**src/design/efs_pkg.sv**
```systemverilog
// Purpose: shared constants for the config / flag status block
// Assumes: all register access comes over the serial link
// Notes: opcodes are the device command bytes
// Notes on behaviour
// - Config bit 7 low selects four lines; high, the reset value, keeps one.
// - Config bit 6 low selects two lines; high, the reset value, keeps one.
// - Bits 7 and 6 both low give four lines; four beats two.
// - A new line mode starts only after its write command ends.
// - Config bit 4 high enables the hold/reset pin, low disables it.
// - Config bit 3 low enables supply boost for quad program.
// - Bits 2:0 hold drive strength, 111 at reset; 000, 100 reserved.
// - Config read/write commands work in every line mode.
// - Flag bit 7 is 0 while program or erase runs, else 1.
// - Ready bit ignores plain write command cycles.
// - Flag bit 6 shows erase suspend requested or in effect.
// - Flag bit 5 sets on erase failure or protection error; here only erase_fail_i sets it, protection errors set bit 1.
// - Flag bit 4 sets on program failure or 0-to-1 at high supply.
// - Flag bit 3 sets on bad boost supply during program or erase.
// - Flag bit 2 shows program suspend requested or in effect.
// - Flag bit 1 sets on protected sector or locked OTP target.
// - All flag bits are volatile and returned by flag read.
// - Ready and suspend bits follow operations without a clear.
// - Error bits stay set until the clear-flags command.
// - A command issued while an error is set reports an error.
// - Flag register may be read repeatedly, at any time.
package efs_pkg;
  localparam logic [7:0] OP_WREN   = 8'h06;
  localparam logic [7:0] OP_WRDI   = 8'h04;
  localparam logic [7:0] OP_RD_EV  = 8'h65;
  localparam logic [7:0] OP_WR_EV  = 8'h61;
  localparam logic [7:0] OP_RD_FS  = 8'h70;
  localparam logic [7:0] OP_CLR_FS = 8'h50;
  localparam logic [7:0] EV_RST    = 8'hDF;
  localparam logic [7:0] EV_WMASK  = 8'hDF;
  localparam logic [7:0] FS_RST    = 8'h80;
  localparam logic [5:0] SYNC_RST  = 6'h10;
  localparam logic [2:0] DRV_RSV_A = 3'h0;
  localparam logic [2:0] DRV_RSV_B = 3'h4;
  localparam logic [3:0] W_SINGLE  = 4'h1;
  localparam logic [3:0] W_DUAL    = 4'h2;
  localparam logic [3:0] W_QUAD    = 4'h4;
  localparam logic [3:0] BYTE_BITS = 4'h8;
  localparam int EV_QUAD  = 7;
  localparam int EV_DUAL  = 6;
  localparam int EV_HOLD  = 4;
  localparam int EV_ACCEL = 3;
  localparam int FS_READY = 7;
  localparam int FS_ESUSP = 6;
  localparam int FS_PSUSP = 2;
  localparam int FS_PROT  = 1;
  typedef enum logic [1:0] {
    LN_SINGLE = 2'b00,
    LN_DUAL   = 2'b01,
    LN_QUAD   = 2'b10
  } efs_lanes_e;
  typedef enum logic [2:0] {
    ST_IDLE  = 3'b000,
    ST_OPC   = 3'b001,
    ST_WDATA = 3'b010,
    ST_RDATA = 3'b011,
    ST_DONE  = 3'b100
  } efs_state_e;
endpackage

```
**src/design/efs_ser_if.sv**
```systemverilog
// Purpose: carrier between command control and serial shifter
// Assumes: all members live in the system clock domain
// Notes: link pins arrive here already synchronised
`timescale 1ns/10ps
interface efs_ser_if;
  import efs_pkg::*;
  logic       sck;
  logic       cs_n;
  logic [3:0] dq_in;
  efs_lanes_e lanes;
  logic       tx_en;
  logic [7:0] tx_byte;
  logic       frame_start;
  logic       frame_end;
  logic       rx_valid;
  logic [7:0] rx_byte;
  logic [3:0] dq_out;
  logic [3:0] dq_oe;
  modport shf (input sck, cs_n, dq_in, lanes, tx_en, tx_byte,
               output frame_start, frame_end, rx_valid, rx_byte,
               dq_out, dq_oe);
  modport ctl (output sck, cs_n, dq_in, lanes, tx_en, tx_byte,
               input frame_start, frame_end, rx_valid, rx_byte,
               dq_out, dq_oe);
endinterface

```
**src/design/efs_ser_shift.sv**
```systemverilog
// Purpose: byte shifter for the serial link in 1, 2 or 4 line modes
// Assumes: sck, cs_n, dq already passed two flip-flops
// Notes: input taken on rising sck, output changed on falling sck
`timescale 1ns/10ps
module efs_ser_shift
  import efs_pkg::*;
(
  input  logic   clk_sys_i,
  input  logic   rstn_i,
  efs_ser_if.shf s
);
  logic       sck_q;
  logic       cs_q;
  logic [7:0] rx_q;
  logic [7:0] tx_q;
  logic [3:0] rcnt_q;
  logic [3:0] tcnt_q;
  wire        rise   = s.sck & ~sck_q & ~s.cs_n;
  wire        fall   = ~s.sck & sck_q & ~s.cs_n;
  wire        quad   = (s.lanes == LN_QUAD);
  wire        dual   = (s.lanes == LN_DUAL);
  wire  [3:0] w      = quad ? W_QUAD : (dual ? W_DUAL : W_SINGLE);
  wire  [3:0] rsum   = rcnt_q + w;
  wire  [7:0] rx_d   = quad ? {rx_q[3:0], s.dq_in} :
                       dual ? {rx_q[5:0], s.dq_in[1:0]} :
                              {rx_q[6:0], s.dq_in[0]};
  // Fresh byte fetched each boundary so repeated reads see live state
  wire  [7:0] tx_src = (tcnt_q == 4'h0) ? s.tx_byte : tx_q;
  wire  [3:0] nib    = quad ? tx_src[7:4] :
                       dual ? {2'h0, tx_src[7:6]} :
                              {2'h0, tx_src[7], 1'b0};
  wire  [3:0] mask   = quad ? 4'hF : (dual ? 4'h3 : 4'h2);
  wire  [3:0] tbase  = (tcnt_q == 4'h0) ? BYTE_BITS : tcnt_q;

  always_ff @(posedge clk_sys_i or negedge rstn_i)
  begin
    if (!rstn_i)
    begin
      sck_q         <= 1'b0;
      cs_q          <= 1'b1;
      s.frame_start <= 1'b0;
      s.frame_end   <= 1'b0;
      s.rx_valid    <= 1'b0;
      s.rx_byte     <= 8'h00;
      s.dq_out      <= 4'h0;
      s.dq_oe       <= 4'h0;
      rx_q          <= 8'h00;
      tx_q          <= 8'h00;
      rcnt_q        <= 4'h0;
      tcnt_q        <= 4'h0;
    end
    else
    begin
      sck_q         <= s.sck;
      cs_q          <= s.cs_n;
      s.frame_start <= cs_q & ~s.cs_n;
      s.frame_end   <= ~cs_q & s.cs_n;
      s.rx_valid    <= rise && (rsum == BYTE_BITS);
      s.dq_oe       <= (s.tx_en && !s.cs_n) ? mask : 4'h0;
      if (rise)
      begin
        rx_q   <= rx_d;
        rcnt_q <= (rsum == BYTE_BITS) ? 4'h0 : rsum;
      end
      else if (s.cs_n)
        rcnt_q <= 4'h0;
      if (rise && rsum == BYTE_BITS)
        s.rx_byte <= rx_d;
      if (s.cs_n)
        tcnt_q <= 4'h0;
      else if (fall && s.tx_en)
      begin
        s.dq_out <= nib;
        tx_q     <= tx_src << w;
        tcnt_q   <= tbase - w;
      end
    end
  end
endmodule

```
**src/design/efs_cfg_flag_top.sv**
```systemverilog
// Purpose: enhanced volatile config and flag status register logic
// Assumes: program/erase events come from same-clock logic
// Notes: serial pins are synchronised before any use
`timescale 1ns/10ps
module efs_cfg_flag_top
  import efs_pkg::*;
(
  input  logic       clk_sys_i,
  input  logic       rstn_i,
  input  logic       sck_i,
  input  logic       cs_n_i,
  input  logic [3:0] dq_i,
  output logic [3:0] dq_o,
  output logic [3:0] dq_oe_o,
  input  logic       pe_busy_i,
  input  logic       erase_susp_i,
  input  logic       prog_susp_i,
  input  logic       erase_fail_i,
  input  logic       prog_fail_i,
  input  logic       zero_to_one_i,
  input  logic       accel_supply_high_level_i,
  input  logic       pattern_x64_i,
  input  logic       accel_invalid_i,
  input  logic       prot_sector_i,
  input  logic       otp_locked_i,
  input  logic       pe_cmd_i,
  output logic       quad_mode_o,
  output logic       dual_mode_o,
  output logic       hold_reset_en_o,
  output logic       accel_prog_en_o,
  output logic [2:0] drv_strength_o,
  output logic       wr_enable_o,
  output logic       err_pending_o,
  output logic [7:0] flag_status_o
);
  logic [5:0] sync1_q;
  logic [5:0] sync2_q;
  efs_state_e st_q;
  efs_state_e st_d;
  efs_lanes_e lanes_q;
  logic [7:0] evcr_q;
  logic [7:0] fsr_q;
  logic [7:0] ev_data_q;
  logic       wel_q;
  logic       wren_p_q;
  logic       wrdi_p_q;
  logic       clr_p_q;
  logic       ev_p_q;
  logic       rd_fs_q;

  efs_ser_if sif ();

  efs_ser_shift u_shift (
    .clk_sys_i (clk_sys_i),
    .rstn_i    (rstn_i),
    .s         (sif.shf)
  );

  // Two stages per pin; only the second stage is looked at
  always_ff @(posedge clk_sys_i or negedge rstn_i)
  begin
    if (!rstn_i)
    begin
      sync1_q <= SYNC_RST;
      sync2_q <= SYNC_RST;
    end
    else
    begin
      sync1_q <= {sck_i, cs_n_i, dq_i};
      sync2_q <= sync1_q;
    end
  end

  assign sif.sck     = sync2_q[5];
  assign sif.cs_n    = sync2_q[4];
  assign sif.dq_in   = sync2_q[3:0];
  assign sif.lanes   = lanes_q;
  assign sif.tx_en   = (st_q == ST_RDATA);
  assign sif.tx_byte = rd_fs_q ? fsr_q : evcr_q;
  assign dq_o        = sif.dq_out;
  assign dq_oe_o     = sif.dq_oe;
  assign flag_status_o = fsr_q;

  // Opcode decode is the same in every line mode
  wire [7:0] op      = sif.rx_byte;
  wire       opc_hit = sif.rx_valid && (st_q == ST_OPC);
  wire       wdat_hit = sif.rx_valid && (st_q == ST_WDATA);
  wire       fend    = sif.frame_end;
  wire       is_wren = opc_hit && (op == OP_WREN);
  wire       is_wrdi = opc_hit && (op == OP_WRDI);
  wire       is_clr  = opc_hit && (op == OP_CLR_FS);
  wire       is_rdfs = opc_hit && (op == OP_RD_FS);

  // Config write lands only when the frame closes and WEL was set
  wire       ev_commit = fend && ev_p_q && wel_q;
  wire       clr_now   = fend && clr_p_q;
  wire [2:0] drv_wr    = ev_data_q[2:0];
  // Reserved strength codes would leave the pad undefined: keep old
  wire       drv_ok    = (drv_wr != DRV_RSV_A) &&
                         (drv_wr != DRV_RSV_B);
  wire [7:0] ev_new    = {ev_data_q[7:3],
                          drv_ok ? drv_wr : evcr_q[2:0]} & EV_WMASK;
  wire [7:0] evcr_d    = ev_commit ? ev_new : evcr_q;

  // Quad wins when both select bits are low
  wire efs_lanes_e lanes_d = !evcr_q[EV_QUAD] ? LN_QUAD :
                             !evcr_q[EV_DUAL] ? LN_DUAL :
                             LN_SINGLE;

  wire       wel_d = !fend    ? wel_q :
                     wren_p_q ? 1'b1 :
                     (wrdi_p_q || ev_p_q) ? 1'b0 : wel_q;

  // Error bits in order: erase, program, supply, protection
  wire [3:0] err_q   = {fsr_q[5], fsr_q[4], fsr_q[3], fsr_q[FS_PROT]};
  wire       prog_z1 = zero_to_one_i & accel_supply_high_level_i &
                       pattern_x64_i;
  wire       late_cmd = pe_cmd_i & (|err_q);
  wire [3:0] err_set = {erase_fail_i,
                        prog_fail_i | prog_z1,
                        accel_invalid_i,
                        prot_sector_i | otp_locked_i | late_cmd};
  // Set wins over a clear landing in the same cycle
  wire [3:0] err_d   = (err_q & ~{4{clr_now}}) | err_set;

  // Busy input covers only program/erase style cycles, not WREN
  wire [7:0] fsr_d   = {~pe_busy_i,
                        erase_susp_i,
                        err_d[3],
                        err_d[2],
                        err_d[1],
                        prog_susp_i,
                        err_d[0],
                        1'b0};

  always_comb
  begin
    st_d = st_q;
    case (st_q)
      ST_IDLE:
        if (sif.frame_start)
          st_d = ST_OPC;
      ST_OPC:
        if (sif.rx_valid)
        begin
          case (op)
            OP_WR_EV: st_d = ST_WDATA;
            OP_RD_EV: st_d = ST_RDATA;
            OP_RD_FS: st_d = ST_RDATA;
            default:  st_d = ST_DONE;
          endcase
        end
      ST_WDATA:
        if (sif.rx_valid)
          st_d = ST_DONE;
      ST_RDATA: st_d = ST_RDATA;
      ST_DONE:  st_d = ST_DONE;
      default:  st_d = ST_IDLE;
    endcase
    if (fend)
      st_d = ST_IDLE;
  end

  always_ff @(posedge clk_sys_i or negedge rstn_i)
  begin
    if (!rstn_i)
    begin
      st_q    <= ST_IDLE;
      lanes_q <= LN_SINGLE;
      evcr_q  <= EV_RST;
      fsr_q   <= FS_RST;
      wel_q   <= 1'b0;
    end
    else
    begin
      st_q    <= st_d;
      lanes_q <= lanes_d;
      evcr_q  <= evcr_d;
      fsr_q   <= fsr_d;
      wel_q   <= wel_d;
    end
  end

  always_ff @(posedge clk_sys_i or negedge rstn_i)
  begin
    if (!rstn_i)
    begin
      wren_p_q  <= 1'b0;
      wrdi_p_q  <= 1'b0;
      clr_p_q   <= 1'b0;
      ev_p_q    <= 1'b0;
      rd_fs_q   <= 1'b0;
      ev_data_q <= 8'h00;
    end
    else
    begin
      wren_p_q <= !fend && (wren_p_q || is_wren);
      wrdi_p_q <= !fend && (wrdi_p_q || is_wrdi);
      clr_p_q  <= !fend && (clr_p_q || is_clr);
      ev_p_q   <= !fend && (ev_p_q || wdat_hit);
      if (opc_hit)
        rd_fs_q <= is_rdfs;
      if (wdat_hit)
        ev_data_q <= sif.rx_byte;
    end
  end

  always_ff @(posedge clk_sys_i or negedge rstn_i)
  begin
    if (!rstn_i)
    begin
      quad_mode_o     <= ~EV_RST[EV_QUAD];
      dual_mode_o     <= EV_RST[EV_QUAD] & ~EV_RST[EV_DUAL];
      hold_reset_en_o <= EV_RST[EV_HOLD];
      accel_prog_en_o <= ~EV_RST[EV_ACCEL];
      drv_strength_o  <= EV_RST[2:0];
      wr_enable_o     <= 1'b0;
      err_pending_o   <= 1'b0;
    end
    else
    begin
      quad_mode_o     <= (lanes_q == LN_QUAD);
      dual_mode_o     <= (lanes_q == LN_DUAL);
      hold_reset_en_o <= evcr_q[EV_HOLD];
      accel_prog_en_o <= ~evcr_q[EV_ACCEL];
      drv_strength_o  <= evcr_q[2:0];
      wr_enable_o     <= wel_q;
      err_pending_o   <= |err_q;
    end
  end
endmodule

```
**config.mk**
```make
export PLATFORM = sky130hd
export DESIGN_NAME = efs_cfg_flag_top
export DESIGN_NICKNAME = d
export VERILOG_FILES = /design/src/design/efs_pkg.sv /design/src/design/efs_ser_if.sv /design/src/design/efs_ser_shift.sv /design/src/design/efs_cfg_flag_top.sv
export SDC_FILE = /design/constraint.sdc
export NUM_CORES = 1
export LEC_CHECK = 0
export BUFFER_PORTS_ARGS = -buffer_cell sky130_fd_sc_hd__buf_2
export CAP_MARGIN = 15
export CORE_MARGIN = 2
export CORE_UTILIZATION = 45
export CTS_CLUSTER_DIAMETER = 100
export DETAILED_ROUTE_END_ITERATION = 12
export GPL_ROUTABILITY_DRIVEN = 0
export PLACE_DENSITY = 0.69
export SYNTH_ARGS = -nofsm -noshare
export SYNTH_HDL_FRONTEND = slang
export SYNTH_SLANG_ARGS = --single-unit
```
**constraint.sdc**
```tcl
create_clock -name clk_sys_i -period 2.68 [get_ports clk_sys_i]
set_input_delay 0.536 -clock clk_sys_i [delete_from_list [all_inputs] [get_ports clk_sys_i]]
set_output_delay 0.536 -clock clk_sys_i [all_outputs]
set_load 0.02 [all_outputs]
```
==> summary.md <==
| Metric | Value |
|---|---|
| Status | `completed` |
| GRT Util Overall | `0.170` |
| Global-route wire length before repair | `13600 um` |
| Gate Count Post-Synth | `375` |
| Yosys cell types | `59` |
| Cell row count | `36` |
| Ys async rst share | `1.00` |
| Count leader, synth | `dfrtp_1` |
| Clock share of power | `0.338` |
| Number of clock sinks | `96` |
| Largest net degree at the start of global routing | `55` |
| Initial drt markers | `146` |
| Crit-path max FO | `9` |
| Post-synthesis sequential area ratio | `0.550` |
| Cells along the critical path | `inv_1, ha_1, ha_1, nor2b_1, o211ai_1, a21oi_1, o21ai_2, mux2_2` |
| Die width | `103 um` |
| Vias | `2847` |
| R2R Setup Slk | `0.19 ns` |
| Htree depth | `3` |
| Cell family with most CP delay | `compound AO/OA/AOI/OAI gates` |
| Maximum VDD drop | `282 uV` |
| Adder-cell share of the synthesized area | `0.0330` |
| Startpoint types | `register` |
| Top post-synthesis cells by count | `dfrtp_1, nand2_1, mux2i_1` |
| Routed WL | `8230 um` |
| Vias in the first global route | `2743` |
| Max-slew violations | `0` |
| Critical path data required time | `2.92 ns` |
| Tightest Hold Check Type | `in -> async` |
| RSZ-0062 raised after global routing | `no` |
| Design area | `0.00492 mm^2` |
| Compound-Gate Fraction of Synth Area | `0.0833` |
| Finished Core Util | `0.510` |
| Height of the die | `103 um` |
| Clk pin slew, worst setup/hold paths | `0.08 ns` |
| Placed Cells | `538` |
| Mapped cell area | `0.00440 mm^2` |
| Fmax | `401 MHz` |
| Routed wire per std cell | `14.9 um` |
| CTS tree | `done` |
| Worst setup margin | `0.186 ns` |
| Xor/xnor share of the synthesized area | `0.00597` |
| Layout cell share with drive strength beyond 1 | `0.271` |
| Switch share | `0.245` |
| Main area contributors after synthesis | `dfrtp_1, dfstp_2, mux2i_1, mux2_2, nand2_1` |
| Rel. slew slack | `0.632` |
| Antenna Nets Post-Route | `0` |
| Number of enable-type register cells in the synthesized netlist | `0` |
| Period utilization | `0.931` |
| Crit-path max cell delay | `0.46 ns` |
| IO buf count | `43` |
| Core box area | `0.00964 mm^2` |
| Comb pwr share | `0.078` |
| Die ar. | `0.0106 mm^2` |
| Placement Setup Slack | `0.221 ns` |
| Post-CTS Setup Bufs | `0` |
| Placed cell area | `0.00473 mm^2` |
| Cell leakage power | `2.35 nW` |
| Largest family of logic cells by synthesized area | `multiplexers` |
| Most frequent CP cell | `ha_1` |
| DP HPWL | `5840 um` |
| Setup TNS | `0 ns` |
| GRT Residual Overflow | `0` |
| PwrDens | `557 mW/mm^2` |
| Fin cells | `554` |
| Clk root buf | `clkbuf_8` |
| N_diodes | `0` |
| Resize count post-CTS | `0` |
| Clock skew | `0.0103 ns` |
| Simple-gate share of the synthesized area | `0.121` |
| Syn_nets | `406` |
| Drt via density | `5.14` |
| Slew @ Worst Pin | `0.553 ns` |
| Yosys warns | `0` |
| Mux cell area share after synthesis | `0.158` |
| Hold_buf cts | `0` |
| # DRC | `0` |
| Hold Vio Cnt, Final | `0` |
| Switching power | `0.000671 W` |
| Critical path class | `reg -> reg` |
| Max-cap violations | `0` |
| Worst Path Buf+Inv | `1` |
| Crit path launch | `lanes_q[0]` |
| Count of state elements after synthesis | `96` |
| NumNets Final | `447` |
| Starting density of the core | `0.457` |
| Top FF cell, synth | `dfrtp_1` |
| Synth area leader | `dfrtp_1` |
| Synth top area share | `0.460` |
| Top Ports | `45` |
| Mapped Avg Cell Area | `11.7 um^2` |
| DR pass1 iterations | `4` |
| Maximum buffer depth of the clock tree | `2` |
| Cts bufs inserted | `9` |
| Seq pwr share | `0.584` |
| Arr. time, crit path | `2.73 ns` |
| Crit path time final | `2.49 ns` |
| Final setup vio count | `0` |
| Initial antenna violation count | `0` |
| Slowest-stage cell, CP | `o21ai_2` |
| Worst reg2reg startpoint | `lanes_q[0]` |
| CP Capture Type | `register` |
| Synth-to-layout area growth | `11.7%` |
| Worst-Skew Late Latency | `0.35 ns` |
| Internal power | `0.00207 W` |
## flip-flops by register name (all words and copies together), names as in the netlist, 3 cells and up
name	flops
drv_strength_o	3
u_shift.s.dq_oe	3
evcr_q	7
u_shift.tcnt_q	4
u_shift.s.rx_byte	8
ev_data_q	7
st_q	3
flag_status_o	7
sync2_q	6
sync1_q	6
u_shift.tx_q	8
u_shift.rx_q	7
u_shift.s.dq_out	4
u_shift.rcnt_q	4
## final timing paths
path                                   endpoint  depth (start not counted)
setup / recovery           u_shift.s.rx_byte[7]                          8
hold / removal                 flag_status_o[1]                          1
setup reg to reg           u_shift.s.rx_byte[7]                          8
hold reg to reg                      sync2_q[2]                          0
max in group asynchronous            sync2_q[4]                          2
min in group clk_sys_i               sync1_q[4]                          1
## worst register-to-register path: cells and delay by family, from the launching register on
family,cells,cell delay (ns)
flip-flops,1,0.38
multiplexers,1,0.40
AND/OR/NAND/NOR,1,0.14
buffers and inverters,1,0.07
AO/OA/AOI/OAI,3,0.84
adder cells (fa/ha/maj),2,0.55
## metal layers
metal  global-route usage  up-vias  routed length, um
met3               0.0461        8                292
met5                    0        -                  0
met2                0.270       56               4060
li1                     -     1395                  -
met1                0.226     1388               3770
met4               0.0567        0                111
## power by group through the flow
| stage | Combinational [W] | Sequential [W] | Clock [W] |
|---|---|---|---|
| after CTS | 0.000220 | 0.00160 | 0.000962 |
| final | 0.000214 | 0.00160 | 0.000928 |
| after detailed placement | 0.000218 | 0.00163 | 0 |
| after floorplan | 0.000159 | 0.00159 | 0 |
| after global routing | 0.000249 | 0.00161 | 0.00102 |
| after global placement | 0.000210 | 0.00162 | 0 |
## logic make-up after synthesis
| group | after synthesis |
|---|---|
| buffers and inverters | 42 |
| adders and majority gates | 11 |
| and+or+nand+nor | 103 |
| AOI/OAI and AO/OA | 59 |
| muxes | 60 |
| other | 1 |
| xor gates and xnor gates | 3 |
| DFF | 96 |
## stage by stage
| step | total power (W) | hold slack (ns) |
|---|---|---|
| CTS | 0.00278 | 0.173 |
| finish | 0.00274 | 0.168 |
| detailed placement | 0.00184 | 0.336 |
| global route | 0.00288 | 0.198 |
| floorplan | 0.00175 | 0.240 |
| global placement | 0.00183 | 0.332 |
## cell usage in the layout, fill, tap and decap left out, types with 4 or more instances in the layout
| cell type | Yosys | layout |
|---|---|---|
| inv_1 | 20 | 20 |
| o21ai_0 | 19 | 19 |
| nor4_1 | 4 | 4 |
| dfstp_2 | 15 | 15 |
| a21oi_1 | 13 | 13 |
| buf_2 | 1 | 42 |
| buf_4 | 2 | 8 |
| nor2_1 | 27 | 27 |
| mux2_2 | 22 | 22 |
| dfrtp_1 | 81 | 81 |
| clkbuf_8 | 3 | 10 |
| mux2i_1 | 31 | 31 |
| nand3_1 | 4 | 4 |
| nand2_1 | 36 | 36 |
| ha_1 | 10 | 10 |
| nor2b_1 | 5 | 5 |
| nand2b_1 | 4 | 4 |
## final cells by class
class	count	area, um^2
Fill cell	865	4720
Sequential cell	96	2420
Multi-Input combinational cell	237	1770
Timing Repair Buffer	51	290
Tap cell	133	166
Clock buffer	13	149
Inverter	21	78.8
Clock inverter	3	43.8
(Power assumes the default switching activity.)
